File: config.mk
export PLATFORM = sky130hd
export DESIGN_NAME = usb_frame_timing_port_suspend
export DESIGN_NICKNAME = d
export VERILOG_FILES = /design/src/rtl/frame_port_pkg.sv /design/src/rtl/usb_frame_timing_port_suspend.sv
export SDC_FILE = /design/constraint.sdc
export NUM_CORES = 1
export LEC_CHECK = 0
export BUFFER_PORTS_ARGS = -buffer_cell sky130_fd_sc_hd__clkbuf_2
export CORE_UTILIZATION = 45
export DETAILED_ROUTE_END_ITERATION = 10
export PLACE_DENSITY = 0.66
export SYNTH_ARGS = -nofsm -noshare
export SYNTH_HDL_FRONTEND = slang
export SYNTH_SLANG_ARGS = --single-unit
File: constraint.sdc
create_clock -name mclk_in -period 3.3 [get_ports mclk_in]
set_input_delay 0.495 -clock mclk_in [delete_from_list [all_inputs] [get_ports mclk_in]]
set_output_delay 0.495 -clock mclk_in [all_outputs]
set_load 0.005 [all_outputs]
File: src/rtl/frame_port_pkg.sv
package frame_port_pkg;
  localparam logic [7:0] OFS_FRAME_TRIM = 8'h0c;
  localparam logic [7:0] OFS_PORT0 = 8'h10;
  localparam logic [7:0] OFS_PORT1 = 8'h12;
  localparam logic [7:0] TRIM_RESET = 8'h40;
  localparam int TRIM_VALUE_W = 7;
  localparam logic [13:0] FRAME_BASE = 14'd11936;
  localparam logic [13:0] FRAME_LEN_RESET = 14'd12000;
  localparam logic [10:0] FRAME_COUNT_RESET = 11'h000;
  localparam int NUM_PORTS = 2;
  localparam int PSC_CONNECT = 0;
  localparam int PSC_ENABLE = 2;
  localparam int PSC_LINE_LO = 4;
  localparam int PSC_FIXED_ONE = 7;
  localparam int PSC_SUSPEND = 12;
  localparam logic [15:0] PSC_RESET = 16'h0080;
  localparam logic [1:0] LINE_SE0 = 2'b00;

  typedef enum {PORT_DISABLED, PORT_ENABLED, PORT_SUSPENDED} port_mode_t;

  typedef struct packed {
    logic connect;
    logic enable;
    logic suspend_req;
    logic suspended;
    logic [1:0] line;
  } port_state_t;

  typedef struct packed {
    logic [7:0] addr;
    logic [1:0] byte_en;
    logic wr;
    logic rd;
    logic [15:0] wdata;
  } io_req_t;
endpackage

File: src/rtl/usb_frame_timing_port_suspend.sv
`timescale 1ns/10ps
`default_nettype none
module usb_frame_timing_port_suspend (
  input wire logic mclk_in,
  input wire logic rstn_in,
  input wire logic hc_reset_in,
  input wire logic global_reset_in,
  input wire frame_port_pkg::io_req_t io_req_in,
  input wire logic sof_clk_en_in,
  input wire logic [1:0] port_busy_in,
  input wire logic [1:0] connect_in,
  input wire logic [3:0] line_state_in,
  input wire logic [1:0] se0_req_in,
  output logic [15:0] io_rdata_out,
  output logic io_rvalid_out,
  output logic sof_out,
  output logic [10:0] frame_count_out,
  output logic [1:0] port_pass_data_out,
  output logic [1:0] port_drive_se0_out,
  output logic [1:0] port_resume_watch_out
);
  import frame_port_pkg::*;

  function automatic port_mode_t decode_mode(input port_state_t p);
    if (!p.enable) begin
      decode_mode = PORT_DISABLED;
    end else if (p.suspended) begin
      decode_mode = PORT_SUSPENDED;
    end else begin
      decode_mode = PORT_ENABLED;
    end
  endfunction

  function automatic logic [15:0] psc_word(input port_state_t p);
    logic [15:0] w;
    w = 16'h0000;
    w[PSC_CONNECT] = p.connect;
    w[PSC_ENABLE] = p.enable;
    w[PSC_LINE_LO +: 2] = p.line;
    w[PSC_FIXED_ONE] = 1'b1;
    w[PSC_SUSPEND] = p.suspended;
    psc_word = w;
  endfunction

  logic soft_reset;
  assign soft_reset = hc_reset_in | global_reset_in;

  // Frame timing state
  logic [7:0] trim_reg, trim_next;
  logic [13:0] frame_len_reg, frame_len_next;
  logic [13:0] sof_cnt_reg, sof_cnt_next;
  logic [10:0] frame_count_reg, frame_count_next;
  logic sof_reg, sof_next;
  logic boundary;

  assign boundary = sof_clk_en_in && (sof_cnt_reg == frame_len_reg - 14'd1);

  always_comb begin
    trim_next = trim_reg;
    frame_len_next = frame_len_reg;
    sof_cnt_next = sof_cnt_reg;
    frame_count_next = frame_count_reg;
    sof_next = 1'b0;
    if (io_req_in.wr && io_req_in.addr == OFS_FRAME_TRIM && io_req_in.byte_en[0]) begin
      trim_next = io_req_in.wdata[7:0];
    end
    if (boundary) begin
      sof_cnt_next = 14'd0;
      sof_next = 1'b1;
      // Latched only here or on soft reset, so a write never stretches the running frame
      frame_len_next = FRAME_BASE + {7'h00, trim_reg[TRIM_VALUE_W-1:0]};
      frame_count_next = frame_count_reg + 11'd1;
    end else if (sof_clk_en_in) begin
      sof_cnt_next = sof_cnt_reg + 14'd1;
    end
    if (soft_reset) begin
      trim_next = TRIM_RESET;
      frame_len_next = FRAME_LEN_RESET;
      sof_cnt_next = 14'd0;
      frame_count_next = FRAME_COUNT_RESET;
      sof_next = 1'b0;
    end
  end

  always_ff @(posedge mclk_in or negedge rstn_in) begin
    if (!rstn_in) begin
      trim_reg <= TRIM_RESET;
      frame_len_reg <= FRAME_LEN_RESET;
      sof_cnt_reg <= 14'd0;
      frame_count_reg <= FRAME_COUNT_RESET;
      sof_reg <= 1'b0;
    end else begin
      trim_reg <= trim_next;
      frame_len_reg <= frame_len_next;
      sof_cnt_reg <= sof_cnt_next;
      frame_count_reg <= frame_count_next;
      sof_reg <= sof_next;
    end
  end

  assign sof_out = sof_reg;
  assign frame_count_out = frame_count_reg;

  // Port state
  port_state_t port_reg [NUM_PORTS];
  port_state_t port_next [NUM_PORTS];
  logic [1:0] pass_reg, pass_next;
  logic [1:0] se0_reg, se0_next;
  logic [1:0] watch_reg, watch_next;

  genvar g;
  generate
    for (g = 0; g < NUM_PORTS; g++) begin : g_port
      logic psc_wr;
      // Partial writes are dropped; only full words are defined
      assign psc_wr = io_req_in.wr && io_req_in.byte_en == 2'b11 &&
                      io_req_in.addr == (g == 0 ? OFS_PORT0 : OFS_PORT1);

      always_comb begin
        port_next[g] = port_reg[g];
        port_next[g].connect = connect_in[g];
        port_next[g].line = line_state_in[2*g +: 2];
        if (psc_wr) begin
          port_next[g].enable = io_req_in.wdata[PSC_ENABLE];
          port_next[g].suspend_req = io_req_in.wdata[PSC_SUSPEND];
          if (!io_req_in.wdata[PSC_SUSPEND]) begin
            port_next[g].suspended = 1'b0;
          end
        end
        // Entry waits until the bus goes idle
        if (port_reg[g].suspend_req && !port_reg[g].suspended && !port_busy_in[g]) begin
          port_next[g].suspended = 1'b1;
        end
        if (soft_reset) begin
          port_next[g] = '0;
          port_next[g].line = LINE_SE0;
        end
        pass_next[g] = decode_mode(port_next[g]) == PORT_ENABLED;
        se0_next[g] = se0_req_in[g] | global_reset_in;
        watch_next[g] = decode_mode(port_next[g]) == PORT_SUSPENDED;
      end

      always_ff @(posedge mclk_in or negedge rstn_in) begin
        if (!rstn_in) begin
          port_reg[g] <= '0;
        end else begin
          port_reg[g] <= port_next[g];
        end
      end
    end
  endgenerate

  always_ff @(posedge mclk_in or negedge rstn_in) begin
    if (!rstn_in) begin
      pass_reg <= 2'b00;
      se0_reg <= 2'b00;
      watch_reg <= 2'b00;
    end else begin
      pass_reg <= pass_next;
      se0_reg <= se0_next;
      watch_reg <= watch_next;
    end
  end

  assign port_pass_data_out = pass_reg;
  assign port_drive_se0_out = se0_reg;
  assign port_resume_watch_out = watch_reg;

  // Register read path
  logic [15:0] rdata_reg, rdata_next;
  logic rvalid_reg, rvalid_next;

  always_comb begin
    rdata_next = rdata_reg;
    rvalid_next = io_req_in.rd;
    if (io_req_in.rd) begin
      case (io_req_in.addr)
        OFS_FRAME_TRIM: rdata_next = {8'h00, trim_reg};
        OFS_PORT0: rdata_next = psc_word(port_reg[0]);
        OFS_PORT1: rdata_next = psc_word(port_reg[1]);
        default: rdata_next = 16'h0000;
      endcase
    end
  end

  always_ff @(posedge mclk_in or negedge rstn_in) begin
    if (!rstn_in) begin
      rdata_reg <= 16'h0000;
      rvalid_reg <= 1'b0;
    end else begin
      rdata_reg <= rdata_next;
      rvalid_reg <= rvalid_next;
    end
  end

  assign io_rdata_out = rdata_reg;
  assign io_rvalid_out = rvalid_reg;

  // Checking helpers
  logic [13:0] len_seen_reg;
  always_ff @(posedge mclk_in or negedge rstn_in) begin
    if (!rstn_in) begin
      len_seen_reg <= FRAME_LEN_RESET;
    end else if (boundary || soft_reset) begin
      len_seen_reg <= frame_len_next;
    end
  end

  property p_trim_reset;
    @(posedge mclk_in) disable iff (!rstn_in)
    soft_reset |=> trim_reg == TRIM_RESET && frame_len_reg == FRAME_LEN_RESET;
  endproperty
  a_trim_reset: assert property (p_trim_reset) else $error("trim not restored");

  property p_len_stable;
    @(posedge mclk_in) disable iff (!rstn_in)
    !boundary && !soft_reset |=> frame_len_reg == len_seen_reg;
  endproperty
  a_len_stable: assert property (p_len_stable) else $error("frame length changed midframe");

  property p_len_formula;
    @(posedge mclk_in) disable iff (!rstn_in)
    boundary && !soft_reset |=>
      frame_len_reg == FRAME_BASE + {7'h00, $past(trim_reg[6:0])};
  endproperty
  a_len_formula: assert property (p_len_formula) else $error("frame length wrong");

  property p_frame_step;
    @(posedge mclk_in) disable iff (!rstn_in)
    sof_out |-> frame_count_out == $past(frame_count_out) + 11'd1;
  endproperty
  a_frame_step: assert property (p_frame_step) else $error("frame count not stepped");

  property p_count_range;
    @(posedge mclk_in) disable iff (!rstn_in)
    sof_cnt_reg < frame_len_reg;
  endproperty
  a_count_range: assert property (p_count_range) else $error("sof counter overran");

  property p_port_reset;
    @(posedge mclk_in) disable iff (!rstn_in)
    soft_reset |=> !port_reg[0].enable && !port_reg[0].connect &&
      port_reg[0].line == LINE_SE0 && !port_pass_data_out[0];
  endproperty
  a_port_reset: assert property (p_port_reset) else $error("port not cleared");

  property p_hold_busy;
    @(posedge mclk_in) disable iff (!rstn_in)
    !port_reg[0].suspended && port_busy_in[0] |=> !port_reg[0].suspended;
  endproperty
  a_hold_busy: assert property (p_hold_busy) else $error("suspended during transaction");

  property p_pass_decode;
    @(posedge mclk_in) disable iff (!rstn_in)
    port_pass_data_out[0] == (port_reg[0].enable && !port_reg[0].suspended);
  endproperty
  a_pass_decode: assert property (p_pass_decode) else $error("pass data decode wrong");

  property p_watch_decode;
    @(posedge mclk_in) disable iff (!rstn_in)
    port_resume_watch_out[0] == (port_reg[0].enable && port_reg[0].suspended);
  endproperty
  a_watch_decode: assert property (p_watch_decode) else $error("watch decode wrong");

  property p_se0_pass;
    @(posedge mclk_in) disable iff (!rstn_in)
    se0_req_in[0] |=> port_drive_se0_out[0];
  endproperty
  a_se0_pass: assert property (p_se0_pass) else $error("se0 reset blocked");

  property p_readback;
    @(posedge mclk_in) disable iff (!rstn_in)
    io_req_in.rd && io_req_in.addr == OFS_PORT0 |=>
      io_rvalid_out && io_rdata_out[15:13] == 3'b000 &&
      io_rdata_out[PSC_SUSPEND] == $past(port_reg[0].suspended);
  endproperty
  a_readback: assert property (p_readback) else $error("port readback wrong");

  c_sof: cover property (@(posedge mclk_in) disable iff (!rstn_in) sof_out);
  c_suspend: cover property (@(posedge mclk_in) disable iff (!rstn_in)
    port_reg[0].suspend_req && port_busy_in[0] ##1 !port_busy_in[0] ##1 port_reg[0].suspended);
  c_se0_global: cover property (@(posedge mclk_in) disable iff (!rstn_in)
    global_reset_in ##1 port_drive_se0_out == 2'b11);
  c_trim_write: cover property (@(posedge mclk_in) disable iff (!rstn_in)
    io_req_in.wr && io_req_in.addr == OFS_FRAME_TRIM ##[1:200] sof_out);
endmodule
`default_nettype wire

# Yosys cells after proc, flatten, opt, wreduce, memory -nomap -nowiden
# Cells that the tools add are included.
# word_totals
reg_bits	83
in_bits	43
memories	0
mem_bits_rw	0
rom_bits	0
wordCells	79
latch_bits	0
out_inout_bits	35
# classes
n_reduce_logical	19
n_mul	0
div_mod_pow	0
n_addsub	4
bitwise_logic	3
magnitude_cmp	0
eq_ne	9
shifts	0
n_mux	24
# op_table
cell	n
$mux 14	5
$eq 32x2->1 const B	2
$eq 32x3->1 const B	2
$pmux 13 s3	1
$mux 11	2
$eq 8x5->1 const B	2
$mux 8	2
$add 14x1->14 const B	1
$add 14x7->14 const A	1
$eq 14x14->1	1
$sub 14x1->14 const B	1
$mux 6	2
$add 11x1->11 const B	1
$logic_and 1x1->1	10
$eq 8x4->1 const B	1
$mux 2	4
$reduce_bool 2->1	4
$mux 1	6
$mux 3	2
$logic_not 1->1	4
$or 1x1->1	3
$reduce_bool 3->1	1
$eq 2x2->1 const B	1

# Longest topological paths before layout
# logic_depth
word_depth	9
depth_mapped	9
depth_no_buf	8

# Least setup slack after synthesis
# Ideal clock, no wire load.
# synth_path
path_kind	register -> register
start	register frame_len_reg[0]
end	register frame_count_reg[9], in the netlist frame_count_out[9]
setup_slack_ps	736
t_required_ps	3160
arrival_ps	2424
path_stages_with_launch	10
synth_period_minus_slack_ps	2564
n_path_buf	1
path_cell_list	dfrtp_1 inv_1 ha_1 or3b_2 o41ai_1 and4b_1 nand4b_1 buf_2 o311ai_0 o41ai_1
# synth_via
elab_chain_cells	4
# synth_rtl
element	line_no	rtl
start: declaration	usb_frame_timing_port_suspend.sv:50	logic [13:0] frame_len_reg, frame_len_next;
start signal: assignment	usb_frame_timing_port_suspend.sv:94	frame_len_reg <= frame_len_next;
$sub 14x1->14	usb_frame_timing_port_suspend.sv:56	assign boundary = sof_clk_en_in && (sof_cnt_reg == frame_len_reg - 14'd1);
$eq 14x14->1	usb_frame_timing_port_suspend.sv:56	
$logic_and 1x1->1	usb_frame_timing_port_suspend.sv:56	
$reduce_bool 2->1 (no source line)	--	
end signal: assignment	usb_frame_timing_port_suspend.sv:96	frame_count_reg <= frame_count_next;
end: declaration	usb_frame_timing_port_suspend.sv:52	logic [10:0] frame_count_reg, frame_count_next;
# Every way passes these cells.
# A chain may end at the register's enable or synchronous reset.

# Worst setup path in the final report
# layout_path
start	register frame_len_reg[0]
end	register frame_count_reg[4], in the netlist frame_count_out[4]
# The elaborated chain is that of the path after synthesis.

==> flow_summary.yaml <==
critical_path:
  endpoint_kind: "flop"
  reg2reg_setup_slack_ns: 0.26
  r2r_cells: 8
  cp_top_family: "simple AND/OR/NAND/NOR gates"
  crit_fanout: 12
  endpoint: "frame_count_out[4]"
  cp-startpoint: "frame_len_reg[0]"
  path_buf_inv: 1
  crit_type: "reg -> reg"
  crit_path_cell_trace: "inv_1, ha_1, or3b_2, o41ai_1, and4b_1, and3_1, nand2_1, o31ai_1"
  cp_slowest_stage_delay_ns: 0.51
  r2r-end: "frame_count_out[4]"
  r2r_start: "frame_len_reg[0]"
  cp.required_ns: 3.56
  crit_slowest_cell: "or3b_2"
  cp.arrival_ns: 3.31
  crit_path_start_kind: "flop"
  crit_cells: 8
power_and_ir_drop:
  pwr-share-seq: 0.521
  comb_power_share: 0.056
  p_leak_nw: 1.96
  max-vdd-ir-drop_mv: 0.255
  swShare: 0.252
  clkPwrFrac: 0.424
  p_per_area_mw_per_mm2: 383
  internal_power_mw: 1.27
  switchingPower_mw: 0.428
die:
  pin_count: 78
  die_area_mm2: 0.00890
  die-height_um: 94.3
  fp-row-count: 33
  initial_utilization: 0.467
  die_x_um: 94.3
  core-area_mm2: 0.00822
timing:
  setup_ws_ns: 0.256
  slew_violations: 0
  fmax_ghz: 0.328
  clock_skew_ns: 0.0121
  rsz0062_at_grt: "no"
  worst_pin_slew_ns: 0.692
  finalCritPeriodShare: 0.923
  final.setup.tns_ns: 0
  hold_viol_final: 0
  setup_viol: 0
  min_period_ns: 3.04
  slew_headroom: 0.539
clock_network:
  tritoncts: "yes"
  clkTransAtPathRegs_ns: 0.09
  clock_path_buffers: 2
  post_cts_buffers: 0
  cts_inserted_buffers: 9
  htree_levels: 3
  cts_resized: 0
  cts.sinks: 71
  cts_root_buf: "clkbuf_8"
  clock_latency_ns: 0.36
  holdBufCountCts: 0
synth:
  synth_flop_cell: "dfrtp_1"
  synth_warnings: 0
  synth_area_mm2: 0.00383
  synth_cell_types: 59
  async_flop_share: 1.00
  yosys-top-cells-count: "dfrtp_1 (67), nand2_1 (41), a21oi_1 (28)"
  ys_ff_latch: 71
  synth_edf_count: 0
  yosysMostFrequentCell: "dfrtp_1"
  post_synth.cell_area_avg_um2: 9.38
  synthCells: 409
  synth.area.top_cells: "dfrtp_1 (44%), nand2_1 (4.0%), a21oi_1 (3.7%), dfstp_2 (2.7%), xor2_1 (2.7%)"
  ys_seq_area_frac: 0.465
  yosys.area.top_type: "dfrtp_1"
  synth_top_area_share: 0.437
global_route:
  grt_overflow: 0
  grt_antenna_before_repair: 0
  grt_pass1_vias: 3041
  grt_pass1_wl_um: 14600
  grt_usage: 0.214
  grt_max_degree: 44
route:
  vias: 3257
  drt-total-wl_um: 8680
  wl_per_cell_um: 15.0
  drtIter0Drc: 215
  via_per_inst: 5.64
  ant_nets: 0
  route.detailed.drc: 0
  dr.pass1.iters: 4
cells_and_area:
  final_cells: 577
  fillers: 770
  layout-drive-gt1-share: 0.246
  syn2layout_area_growth_pct: 15.6
  largest_reg_flops: 14
  fin_nets: 514
  design_area_mm2: 0.00443
  antennaDiodeCount: 0
placed_design:
  place_area_mm2: 0.00423
  hpwlAfterDp_um: 6170
  placed_cells: 561
  dp_slack_ns: 0.320
  io_buffers: 63
  routabilityCongestion: 0.926
hold_path:
  min-delay-path-class: "in -> async"
outcome:
  status: "finished, final reports clean"
job:
  cap_violations: 0
-- how the worst min path moves through the flow --
stage                              end  cells past startpoint
floorplan           frame_count_out[0]                      0
global placement           port_reg[3]                      2
detailed placement         trim_reg[6]                      2
CTS                 frame_count_out[7]                      1
global route        frame_count_out[7]                      1
finish              frame_count_out[7]                      1
-- stage by stage --
| stage | power, mW | utilization | hold slack, ns |
|---|---|---|---|
| finish | 1.70 | 0.539 | 0.151 |
| global route | 1.77 | 0.539 | 0.205 |
| CTS | 1.72 | 0.539 | 0.176 |
| detailed placement | 0.998 | 0.515 | 0.499 |
| global placement | 0.996 | 0.515 | 0.492 |
| floorplan | 0.945 | - | 0.199 |
-- final cells by class --
class / instances / area [um^2] / area share
sequential: 71 / 1780 / 0.402
clock buffer: 9 / 124 / 0.0280
timing repair buffer: 73 / 403 / 0.0909
clock inverter: 7 / 77.6 / 0.0175
tap: 105 / 131 / 0.0296
inverter: 11 / 41.3 / 0.00932
multi-input combinational: 301 / 1870 / 0.423
-- cell usage in the layout, fill, tap and decap left out, types with 8 or more instances in the layout --
cell type and n:
a21oi_1 28, and2_1 9, and3_1 8, buf_4 9
clkbuf_2 62, clkbuf_8 9, dfrtp_1 67, inv_1 11
mux2i_1 8, nand2_1 41, nand3_1 20, nand4_1 13
nor2_1 24, nor3_1 18, o21ai_0 20, or3_1 9
xor2_1 12
-- routing by layer --
| metal | global-route usage | part of all wire | routed length, um | vias up |
|---|---|---|---|---|
| li1 | - | - | - | 1595 |
| met1 | 0.295 | 0.46 | 4030 | 1556 |
| met2 | 0.324 | 0.47 | 4060 | 94 |
| met3 | 0.0510 | 0.052 | 449 | 12 |
| met4 | 0.0821 | 0.015 | 129 | 0 |
| met5 | 0 | 0 | 0 | - |
-- power by group through the flow --
stage | Combinational, mW | Clock (mW) | Sequential [mW]
2_1_floorplan | 0.0441 | 0 | 0.901
3_3_place_gp | 0.0947 | 0 | 0.902
3_5_place_dp | 0.0967 | 0 | 0.902
4_1_cts | 0.0970 | 0.733 | 0.885
5_1_grt | 0.109 | 0.772 | 0.886
6_report | 0.0945 | 0.719 | 0.885
-- cell families (layout without fill, tap and decap cells) --
family          Yosys count  after routing  synth area share
buf+inv                  43            100            0.0529
mux                       9              9            0.0238
xor+xnor                 18             18            0.0411
other cells               1              7          0.000978
compound gates           89             89             0.163
simple gates            174            174             0.240
fa+ha+maj                 4              4            0.0131
flops                    71             71             0.465
Power figures use the tool's default switching activity.
